### src/pkg/pfm_pkg.sv
// Shared constants of the phase fault manager.
package pfm_pkg;
    localparam int unsigned CLK_HZ = 40_000_000;
    localparam int unsigned LATCH_MS = 14;
    // Fault latch length in cycles: 14 ms at the system clock rate.
    localparam int unsigned LATCH_CYC = CLK_HZ / 1000 * LATCH_MS;
    localparam int unsigned LATCH_W = 20;
    localparam int unsigned PROP_NS = 180;
    localparam int unsigned PROP_CYC = (PROP_NS * 40 + 999) / 1000;
    localparam int unsigned BLANK_NS = 1050;
    localparam int unsigned BLANK_CYC = (BLANK_NS * 40 + 999) / 1000;
    localparam int unsigned SHORT_W = 8;
    localparam int unsigned NPHASE = 3;
    localparam logic [1:0] GATE_OFF = 2'h0;
    localparam logic [1:0] GATE_ON = 2'h1;
    localparam logic [1:0] GATE_SOFT = 2'h2;
endpackage

### src/pkg/pfm_gate_if.sv
// Interface carrying one switching path between phase logic and its channel.
`timescale 1ns/100ps
`default_nettype none
interface pfm_gate_if;
    logic cmd;
    logic block;
    logic drain_sense;
    logic sec_fault;
    logic fault_latched;
    logic [1:0] gate;
    modport phase (output cmd, output block, output drain_sense,
        output sec_fault, input fault_latched, input gate);
    modport chan (input cmd, input block, input drain_sense,
        input sec_fault, output fault_latched, output gate);
endinterface
`default_nettype wire

### src/core/pfm_latch.sv
// Fault latch timer: holds a fault for the latch time and while it lasts.
`timescale 1ns/100ps
`default_nettype none
module pfm_latch
    import pfm_pkg::*;
(
    input wire logic sys_clk,
    input wire logic sys_rst,
    input wire logic cause,
    output logic active
);
    logic [LATCH_W-1:0] cnt_q, cnt_d;
    logic act_q, act_d;

    always_comb begin
        cnt_d = cnt_q;
        act_d = act_q;
        if (cause && !act_q) begin
            act_d = 1'b1;
            cnt_d = LATCH_W'(LATCH_CYC - 1);
        end else if (act_q) begin
            if (cnt_q != '0) begin
                cnt_d = cnt_q - 1'b1;
            end else if (!cause) begin
                act_d = 1'b0;
            end
        end
    end

    always_ff @(posedge sys_clk) begin
        if (sys_rst) begin
            cnt_q <= '0;
            act_q <= 1'b0;
        end else begin
            cnt_q <= cnt_d;
            act_q <= act_d;
        end
    end

    assign active = act_q;
endmodule
`default_nettype wire

### src/core/pfm_channel.sv
// One gate channel: delay, blanking, desaturation check, secondary latch.
`timescale 1ns/100ps
`default_nettype none
module pfm_channel
    import pfm_pkg::*;
(
    input wire logic sys_clk,
    input wire logic sys_rst,
    pfm_gate_if.chan gi
);
    typedef enum logic [3:0] {
        S_OFF = 4'h1, S_DLY = 4'h2, S_ON = 4'h4, S_SOFT = 4'h8
    } pfm_gst_e;
    pfm_gst_e st_q, st_d;
    logic [SHORT_W-1:0] cnt_q, cnt_d;
    logic [1:0] gate_q, gate_d;
    logic cmd_q, desat_q, desat_d;
    logic lat_act, cause, rise;

    assign cause = gi.sec_fault | desat_q;
    assign rise = gi.cmd & ~cmd_q;

    pfm_latch u_lat (
        .sys_clk(sys_clk),
        .sys_rst(sys_rst),
        .cause(cause),
        .active(lat_act)
    );

    always_comb begin
        st_d = st_q;
        cnt_d = cnt_q;
        gate_d = gate_q;
        desat_d = 1'b0;
        unique case (st_q)
            S_OFF: begin
                gate_d = GATE_OFF;
                if (rise && !lat_act && !gi.block) begin
                    st_d = S_DLY;
                    cnt_d = SHORT_W'(PROP_CYC - 1);
                end
            end
            S_DLY: begin
                if (gate_q == GATE_ON) begin
                    // Falling delay: the gate stays on until the count ends or a fault forces soft shutdown.
                    if (gi.sec_fault || lat_act) begin
                        st_d = S_SOFT;
                        gate_d = GATE_SOFT;
                    end else if (cnt_q != '0) begin
                        cnt_d = cnt_q - 1'b1;
                    end else begin
                        st_d = S_OFF;
                        gate_d = GATE_OFF;
                    end
                end else if (lat_act || gi.block || !gi.cmd) begin
                    st_d = S_OFF;
                end else if (cnt_q != '0) begin
                    cnt_d = cnt_q - 1'b1;
                end else begin
                    st_d = S_ON;
                    gate_d = GATE_ON;
                    cnt_d = SHORT_W'(BLANK_CYC);
                end
            end
            S_ON: begin
                if (cnt_q != '0) begin
                    cnt_d = cnt_q - 1'b1;
                end
                if (gi.sec_fault || lat_act
                    || (cnt_q == '0 && gi.drain_sense)) begin
                    st_d = S_SOFT;
                    gate_d = GATE_SOFT;
                    desat_d = cnt_q == '0 && gi.drain_sense;
                end else if (gi.block || !gi.cmd) begin
                    st_d = S_DLY;
                    cnt_d = SHORT_W'(PROP_CYC - 1);
                end
            end
            S_SOFT: begin
                gate_d = GATE_SOFT;
                if (!lat_act && !cause) begin
                    st_d = S_OFF;
                    gate_d = GATE_OFF;
                end
            end
            default: begin
                st_d = S_OFF;
                gate_d = GATE_OFF;
            end
        endcase
    end

    always_ff @(posedge sys_clk) begin
        if (sys_rst) begin
            st_q <= S_OFF;
            cnt_q <= '0;
            gate_q <= GATE_OFF;
            cmd_q <= 1'b0;
            desat_q <= 1'b0;
        end else begin
            st_q <= st_d;
            cnt_q <= cnt_d;
            gate_q <= gate_d;
            cmd_q <= gi.cmd;
            desat_q <= desat_d;
        end
    end

    assign gi.gate = gate_q;
    assign gi.fault_latched = lat_act | cause;
endmodule
`default_nettype wire

### src/core/pfm_top.sv
// Three-phase fault supervision top with per-phase fault aggregation.
//
// How it works
// Each phase has its own fault logic; nothing is shared across phases.
// Supply undervoltage or logic regulator not good forms one primary fault.
// The primary fault is held for 14 ms even if its cause leaves.
// While primary fault held: faults low, both gates off, converter off.
// After the hold, a present cause keeps the phase in fault.
// When primary clears, converter back on; paths wait for rising command.
// A secondary fault is undervoltage, regulator not good, or desaturation.
// A secondary fault is held 14 ms with its gate kept off.
// Entering secondary fault turns the gate off through soft shutdown.
// After the hold, gate off while cause lasts; resume on rising command.
// Per-side mode: bottom on primary or low fault, top on primary or high.
// Per-phase mode: one output low on any fault, released otherwise.
// Inhibit low forces every command to zero, all gates off.
// Gate follows command edges after a propagation delay.
// Drain sense is ignored until the blanking time after turn-on.
// Drain high after blanking: soft off, fault low, cleared by timer.
// Secondary undervoltage: soft off, fault low, cleared by timer.
// Low and high commands of a phase are never active together.
// Missing secondary supply is reported as a primary fault.
// Controller drives commands active high unless active-low is chosen.
// The latch time is a cycle count derived from the clock rate.
//
// Gate codes per phase: 0 off, 1 on, 2 soft shutdown.
`timescale 1ns/100ps
`default_nettype none
module pfm_top
    import pfm_pkg::*;
(
    input wire logic sys_clk,
    input wire logic sys_rst,
    input wire logic per_phase_mode,
    input wire logic cmd_active_low,
    input wire logic drive_inhibit_n,
    input wire logic [NPHASE-1:0] low_side_cmd,
    input wire logic [NPHASE-1:0] high_side_cmd,
    input wire logic [NPHASE-1:0] vcc_supply_low_lockout,
    input wire logic [NPHASE-1:0] logic_reg_not_good,
    input wire logic [NPHASE-1:0] low_supply_low_lockout,
    input wire logic [NPHASE-1:0] low_reg_not_good,
    input wire logic [NPHASE-1:0] low_supply_absent,
    input wire logic [NPHASE-1:0] low_drain_sense,
    input wire logic [NPHASE-1:0] high_supply_low_lockout,
    input wire logic [NPHASE-1:0] high_reg_not_good,
    input wire logic [NPHASE-1:0] high_supply_absent,
    input wire logic [NPHASE-1:0] high_drain_sense,
    output logic [2*NPHASE-1:0] low_gate,
    output logic [2*NPHASE-1:0] high_gate,
    output logic [NPHASE-1:0] converter_en,
    output logic [NPHASE-1:0] bottom_fault_out_n,
    output logic [NPHASE-1:0] bottom_fault_oe,
    output logic [NPHASE-1:0] top_fault_out_n,
    output logic [NPHASE-1:0] top_fault_oe,
    output logic [NPHASE-1:0] phase_fault_out_n,
    output logic [NPHASE-1:0] phase_fault_oe
);
    ////////////////////////////////////////////////////////////////////////
    // Pin synchronisers: all pin inputs pass two flip-flops.
    localparam int unsigned SW = 3 + 12 * NPHASE;
    logic [SW-1:0] raw, s1_q, s2_q;
    assign raw = {per_phase_mode, cmd_active_low, drive_inhibit_n,
        low_side_cmd, high_side_cmd, vcc_supply_low_lockout,
        logic_reg_not_good, low_supply_low_lockout, low_reg_not_good,
        low_supply_absent, low_drain_sense, high_supply_low_lockout,
        high_reg_not_good, high_supply_absent, high_drain_sense};

    always_ff @(posedge sys_clk) begin
        if (sys_rst) begin
            s1_q <= '0;
            s2_q <= '0;
        end else begin
            s1_q <= raw;
            s2_q <= s1_q;
        end
    end

    logic mode_s, alow_s, inh_n_s;
    logic [NPHASE-1:0] lc_s, hc_s, vuv_s, lng_s, luv_s, lrg_s, lab_s;
    logic [NPHASE-1:0] lds_s, huv_s, hrg_s, hab_s, hds_s;
    assign mode_s = s2_q[SW-1];
    assign alow_s = s2_q[SW-2];
    assign inh_n_s = s2_q[SW-3];
    assign {lc_s, hc_s, vuv_s, lng_s, luv_s, lrg_s, lab_s, lds_s,
        huv_s, hrg_s, hab_s, hds_s} = s2_q[12*NPHASE-1:0];

    ////////////////////////////////////////////////////////////////////////
    // Per-phase supervision.
    logic [2*NPHASE-1:0] lg_d, hg_d;
    logic [NPHASE-1:0] conv_d, bot_d, top_d, ph_d;

    for (genvar p = 0; p < NPHASE; p++) begin : g_ph
        pfm_gate_if lo_if ();
        pfm_gate_if hi_if ();
        logic prim_cause, prim_act, lc, hc;

        // Missing secondary supply counts as a primary cause.
        assign prim_cause = vuv_s[p] | lng_s[p]
            | lab_s[p] | hab_s[p];

        pfm_latch u_prim (
            .sys_clk(sys_clk),
            .sys_rst(sys_rst),
            .cause(prim_cause),
            .active(prim_act)
        );

        // Polarity, inhibit and anti-overlap on the incoming commands.
        always_comb begin
            lc = (lc_s[p] ^ alow_s) & inh_n_s;
            hc = (hc_s[p] ^ alow_s) & inh_n_s;
            if (lc && hc) begin
                lc = 1'b0;
                hc = 1'b0;
            end
        end

        assign lo_if.cmd = lc;
        assign hi_if.cmd = hc;
        assign lo_if.block = prim_act | ~inh_n_s;
        assign hi_if.block = prim_act | ~inh_n_s;
        assign lo_if.drain_sense = lds_s[p];
        assign hi_if.drain_sense = hds_s[p];
        assign lo_if.sec_fault = luv_s[p] | lrg_s[p];
        assign hi_if.sec_fault = huv_s[p] | hrg_s[p];

        pfm_channel u_lo (
            .sys_clk(sys_clk),
            .sys_rst(sys_rst),
            .gi(lo_if.chan)
        );
        pfm_channel u_hi (
            .sys_clk(sys_clk),
            .sys_rst(sys_rst),
            .gi(hi_if.chan)
        );

        always_comb begin
            lg_d[2*p +: 2] = prim_act ? GATE_OFF : lo_if.gate;
            hg_d[2*p +: 2] = prim_act ? GATE_OFF : hi_if.gate;
            conv_d[p] = ~prim_act;
            bot_d[p] = prim_act | lo_if.fault_latched;
            top_d[p] = prim_act | hi_if.fault_latched;
            ph_d[p] = prim_act | lo_if.fault_latched
                | hi_if.fault_latched;
        end
    end

    ////////////////////////////////////////////////////////////////////////
    // Registered outputs; open-drain pins only ever drive low.
    logic [2*NPHASE-1:0] lg_q, hg_q;
    logic [NPHASE-1:0] conv_q, bot_q, top_q, ph_q;

    always_ff @(posedge sys_clk) begin
        if (sys_rst) begin
            lg_q <= '0;
            hg_q <= '0;
            conv_q <= '0;
            bot_q <= '0;
            top_q <= '0;
            ph_q <= '0;
        end else begin
            lg_q <= lg_d;
            hg_q <= hg_d;
            conv_q <= conv_d;
            bot_q <= bot_d & {NPHASE{~mode_s}};
            top_q <= top_d & {NPHASE{~mode_s}};
            ph_q <= ph_d & {NPHASE{mode_s}};
        end
    end

    assign low_gate = lg_q;
    assign high_gate = hg_q;
    assign converter_en = conv_q;
    assign bottom_fault_out_n = '0;
    assign top_fault_out_n = '0;
    assign phase_fault_out_n = '0;
    assign bottom_fault_oe = bot_q;
    assign top_fault_oe = top_q;
    assign phase_fault_oe = ph_q;
endmodule
`default_nettype wire

### config.mk
export PLATFORM = sky130hd
export DESIGN_NAME = pfm_top
export DESIGN_NICKNAME = d
export VERILOG_FILES = /design/src/pkg/pfm_pkg.sv /design/src/pkg/pfm_gate_if.sv /design/src/core/pfm_latch.sv /design/src/core/pfm_channel.sv /design/src/core/pfm_top.sv
export SDC_FILE = /design/constraint.sdc
export NUM_CORES = 1
export LEC_CHECK = 0
export ABC_AREA = 1
export BUFFER_PORTS_ARGS = -buffer_cell sky130_fd_sc_hd__buf_2
export CAP_MARGIN = 30
export CORE_MARGIN = 10
export CORE_UTILIZATION = 51
export CTS_CLUSTER_SIZE = 16
export DETAILED_ROUTE_END_ITERATION = 10
export PLACE_DENSITY = 0.7
export SYNTH_ARGS = -nofsm -noshare
export SYNTH_HDL_FRONTEND = slang
export SYNTH_SLANG_ARGS = --single-unit
### constraint.sdc
create_clock -name sys_clk -period 2 [get_ports sys_clk]
set_clock_uncertainty 0.1 [all_clocks]
set_input_delay 0.2 -clock sys_clk [delete_from_list [all_inputs] [get_ports sys_clk]]
set_output_delay 0.2 -clock sys_clk [all_outputs]
set_load 0.01 [all_outputs]
==> results.cfg <==
[pwr]
total_power_of_the_final_layout_mw = 28.2
power_density_nw_per_um2 = 1170
swShare_pct = 37.8
netSwitchingPower_mw = 10.7
internal_power_mw = 17.5
p_leak_nw = 11.5
p_clk_share_pct = 29.5
power.share.combinational_pct = 37.3
vdd.ir_drop.worst_mv = 0.728
seq_power_share_pct = 33.3

[synth]
ys_ff_latch = 387
syn_inst = 3139
post_synth_main_area_contributors = sky130_fd_sc_hd__dfxtp_1 (38%), sky130_fd_sc_hd__nand2_1 (13%), sky130_fd_sc_hd__nor2_1 (11%)
synth_largest_type_area_fraction_pct = 38.1
synth_cell_type_count = 47
synth-async-reset-ratio_pct = 0
number_of_synthesized_flops_with_an_enable_pin = 0
synth.most_common_cell = sky130_fd_sc_hd__nand2_1
synth_area_leader_cell = sky130_fd_sc_hd__dfxtp_1
ys.flop_type = sky130_fd_sc_hd__dfxtp_1
leading_post_synthesis_cells_by_instance_count = sky130_fd_sc_hd__nand2_1 (694), sky130_fd_sc_hd__nor2_1 (589), sky130_fd_sc_hd__inv_1 (473)
yosys_warnings = 0
synth.cell_area_um2 = 20300
syn_avg_cell_area_um2 = 6.47
synth_seq_area_share_pct = 38.1

[clock_network]
ctsRootBufferMaster = sky130_fd_sc_hd__clkbuf_16
clk-insertion-delay-late_ns = 0.58
clk_pin_slew_worst_paths_ns = 0.06
cts_made_buffers = 45
numClockSinks = 387
cts_tree = yes
cts_max_level = 2
clock_path_buffers = 3

[place]
gp_congestion = 0.917
dp.cells = 3773
place.detailed.hpwl_um = 35500
port_buffers = 64
placement.setup.worst_slack_ns = -0.173

[run]
cap_violations = 0

[timing]
final.min_clock_period_ns = 1.86
hold_viol = 0
final_max_slew_viol_count = 0
fin_ws_ns = 0.136
achievable-frequency_ghz = 0.536
fin_hold_ws_ns = 0.247
worst-slew-pin-transition_ns = 0.650
finalSetupViolations = 0
finalCritPeriodShare_pct = 93.2
timing.slew.headroom_pct = 56.5
grt_setup_unrepaired = yes

[critical_path]
worst_path_largest_cell_delay_ns = 0.36
crit_arrival_ns = 2.20
critPathMaxFanout = 11
worstSetupPathType = flip-flop to flip-flop
timing.critical_path.from_type = flip-flop
cp_cell_sequence = buf_12 > nand2_1 > nor2_1 > nand3_2 > nand2_2 > inv_2 > nor2_4 > nand2_4 > inv_2 > nand2_1 > nand2_1 > nor2_1
critPathBufInv = 3
slowest_stage = sky130_fd_sc_hd__dfxtp_1
worst_setup_end_kind = flip-flop
data_required_time_at_the_worst_endpoint_ns = 2.34
timing.critical_path.max_delay_family = simple AND/OR/NAND/NOR gates
crit_path_top_cell_by_count = sky130_fd_sc_hd__nand2_1

[grt]
vias_in_the_first_global_route = 18400
grt_pass1_wl_um = 83900
pin_count_of_the_biggest_net_entering_global_routing = 57
number_of_antenna_violations_at_the_first_check_in_global_routing = 0
grt_util_all_layers_pct = 20.1
sum_of_overflow_across_all_layers_after_global_routing = 0

[routing]
drt_first_iter_violations = 1233
route.detailed.vias_per_inst = 5.05
route.final.wire_length_um = 49400
first_pass_iters = 7
vias = 19800
routed_wire_per_std_cell_um = 12.6
drt.antenna.violating_nets = 0
post_route_drc = 0

[status]
outcome = finished, final reports clean

[final_layout]
final_net_count = 3419
drive_gt1_share_pct = 11.8
antenna_cells_inserted = 0
n_fill_cell = 3656
final_cells = 3910
syn2layout_area_growth_pct = 18.5
area_of_combinational_cells_with_multiple_inputs_um2 = 10500
finalCoreUtilization_pct = 60.8
combined_flip_flop_and_latch_cell_area_um2 = 7750

[die]
floorplan.die.height_um = 220
top_level_ports = 74
floorplan.die.width_um = 220
die_area_um2 = 48200
floorplan.core_area_um2 = 39500
rows = 73
floorplan.initialDensity_pct = 51.4

[worst_hold_path]
class_of_the_most_critical_hold_timing_path = primary input to flip-flop
-- per-stage QoR --
step	area (um^2)	TNS, ns
floorplan	20300	0
global placement	21800	-0.347
detailed placement	21800	-0.942
CTS	23800	0
global route	24100	-0.0195
finish	24100	0
-- power by group through the flow --
stage / logic [mW] / registers, mW / clock network (mW)
final: 10.5 / 9.38 / 8.31
after global routing: 12.0 / 9.50 / 8.85
after CTS: 10.1 / 9.35 / 8.50
after detailed placement: 10.0 / 9.50 / 0
after global placement: 9.80 / 9.48 / 0
after floorplan: 7.51 / 9.34 / 0
-- kinds of logic after synthesis --
kind of cell / after synthesis / synth area share [%]
AOI/OAI and AO/OA: 349 / 9.15
xor gates and xnor gates: 59 / 2.54
adders and majority gates: 27 / 1.66
buffers and inverters: 572 / 11.2
DFF: 387 / 38.1
other: 1 / 0.0185
and+or+nand+nor: 1744 / 37.3
-- per-layer routing --
layer  GRT usage, %  wire length (um)  share of wire, %  vias up
met5              0                 0                 0        -
met1           26.5             23000                47     8917
li1               -                 -                 -    10300
met4           5.87               869               1.8        0
met2           33.4             22900                46      470
met3           3.18              2650               5.4       73
-- path summary, 6_finish.rpt --
path	end	startpoint	cells past startpoint	slack, ns
min	s1_q[26]$_SDFF_PP0_	logic_reg_not_good[2]	4	0.25
max reg2reg	g_ph[0].u_lo.cnt_q[7]$_SDFFE_PP0P_	s2_q[36]$_SDFF_PP0_	12	0.14
max	g_ph[0].u_lo.cnt_q[7]$_SDFFE_PP0P_	s2_q[36]$_SDFF_PP0_	12	0.14
min reg2reg	s2_q[22]$_SDFF_PP0_	s1_q[22]$_SDFF_PP0_	2	0.30
-- cells in the final DEF (no fill, tap or decap), types with 14 or more instances in the layout --
| master | count |
|---|---|
| sky130_fd_sc_hd__a31oi_1 | 46 |
| sky130_fd_sc_hd__nand4_1 | 68 |
| sky130_fd_sc_hd__inv_1 | 468 |
| sky130_fd_sc_hd__nand3_2 | 14 |
| sky130_fd_sc_hd__dfxtp_1 | 386 |
| sky130_fd_sc_hd__nand3_1 | 192 |
| sky130_fd_sc_hd__dlygate4sd3_1 | 41 |
| sky130_fd_sc_hd__nor3_1 | 67 |
| sky130_fd_sc_hd__clkbuf_16 | 45 |
| sky130_fd_sc_hd__buf_2 | 63 |
| sky130_fd_sc_hd__xnor2_1 | 16 |
| sky130_fd_sc_hd__nand2_1 | 687 |
| sky130_fd_sc_hd__nor2_2 | 32 |
| sky130_fd_sc_hd__nor2_4 | 18 |
| sky130_fd_sc_hd__ha_1 | 25 |
| sky130_fd_sc_hd__o21ai_1 | 39 |
| sky130_fd_sc_hd__inv_2 | 21 |
| sky130_fd_sc_hd__xor2_1 | 43 |
| sky130_fd_sc_hd__nor2_1 | 578 |
| sky130_fd_sc_hd__o21ai_0 | 106 |
| sky130_fd_sc_hd__a21oi_1 | 136 |
| sky130_fd_sc_hd__buf_4 | 114 |
| sky130_fd_sc_hd__nand2_2 | 21 |
| sky130_fd_sc_hd__nand3b_1 | 30 |
-- sequential cells by signal, summed over array words and instances (netlist names), 6 cells and up --
name and count:
low_gate 6, g_ph.u_lo.gi.gate 6, s1_q 39, g_ph.u_lo.u_lat.cnt_q 60
g_ph.u_lo.st_q 12, g_ph.u_hi.u_lat.cnt_q 60, g_ph.u_prim.cnt_q 60, s2_q 39
g_ph.u_hi.cnt_q 24, g_ph.u_hi.gi.gate 6, g_ph.u_lo.cnt_q 24, high_gate 6
g_ph.u_hi.st_q 12
-- worst min-delay path, stage by stage --
cell and delay, ns:
sky130_fd_sc_hd__dlygate4sd3_1 0.51, sky130_fd_sc_hd__buf_2 0.09, sky130_fd_sc_hd__inv_1 0.03, sky130_fd_sc_hd__nor2_1 0.06
-- timing repair --
item / CTS / global route
hold buffers: 41 / 0
buffers inserted: 0 / 14
gates cloned: 0 / 1
pin swaps: 0 / 9
hold endpoints to repair: 61 / 0
resized for setup: 5 / 52
endpoints found under the setup margin: 21 / 99
-- final cells by class --
type / instances / share of cell area (%)
multi-input cells: 2189 / 43.6
inverters: 501 / 7.86
repair buffers: 227 / 7.25
clock inverters: 25 / 1.19
clock buffers: 56 / 5.14
flip-flops and latches: 387 / 32.2
well taps: 525 / 2.73
Note: power is estimated with default switching activity, not from simulation.
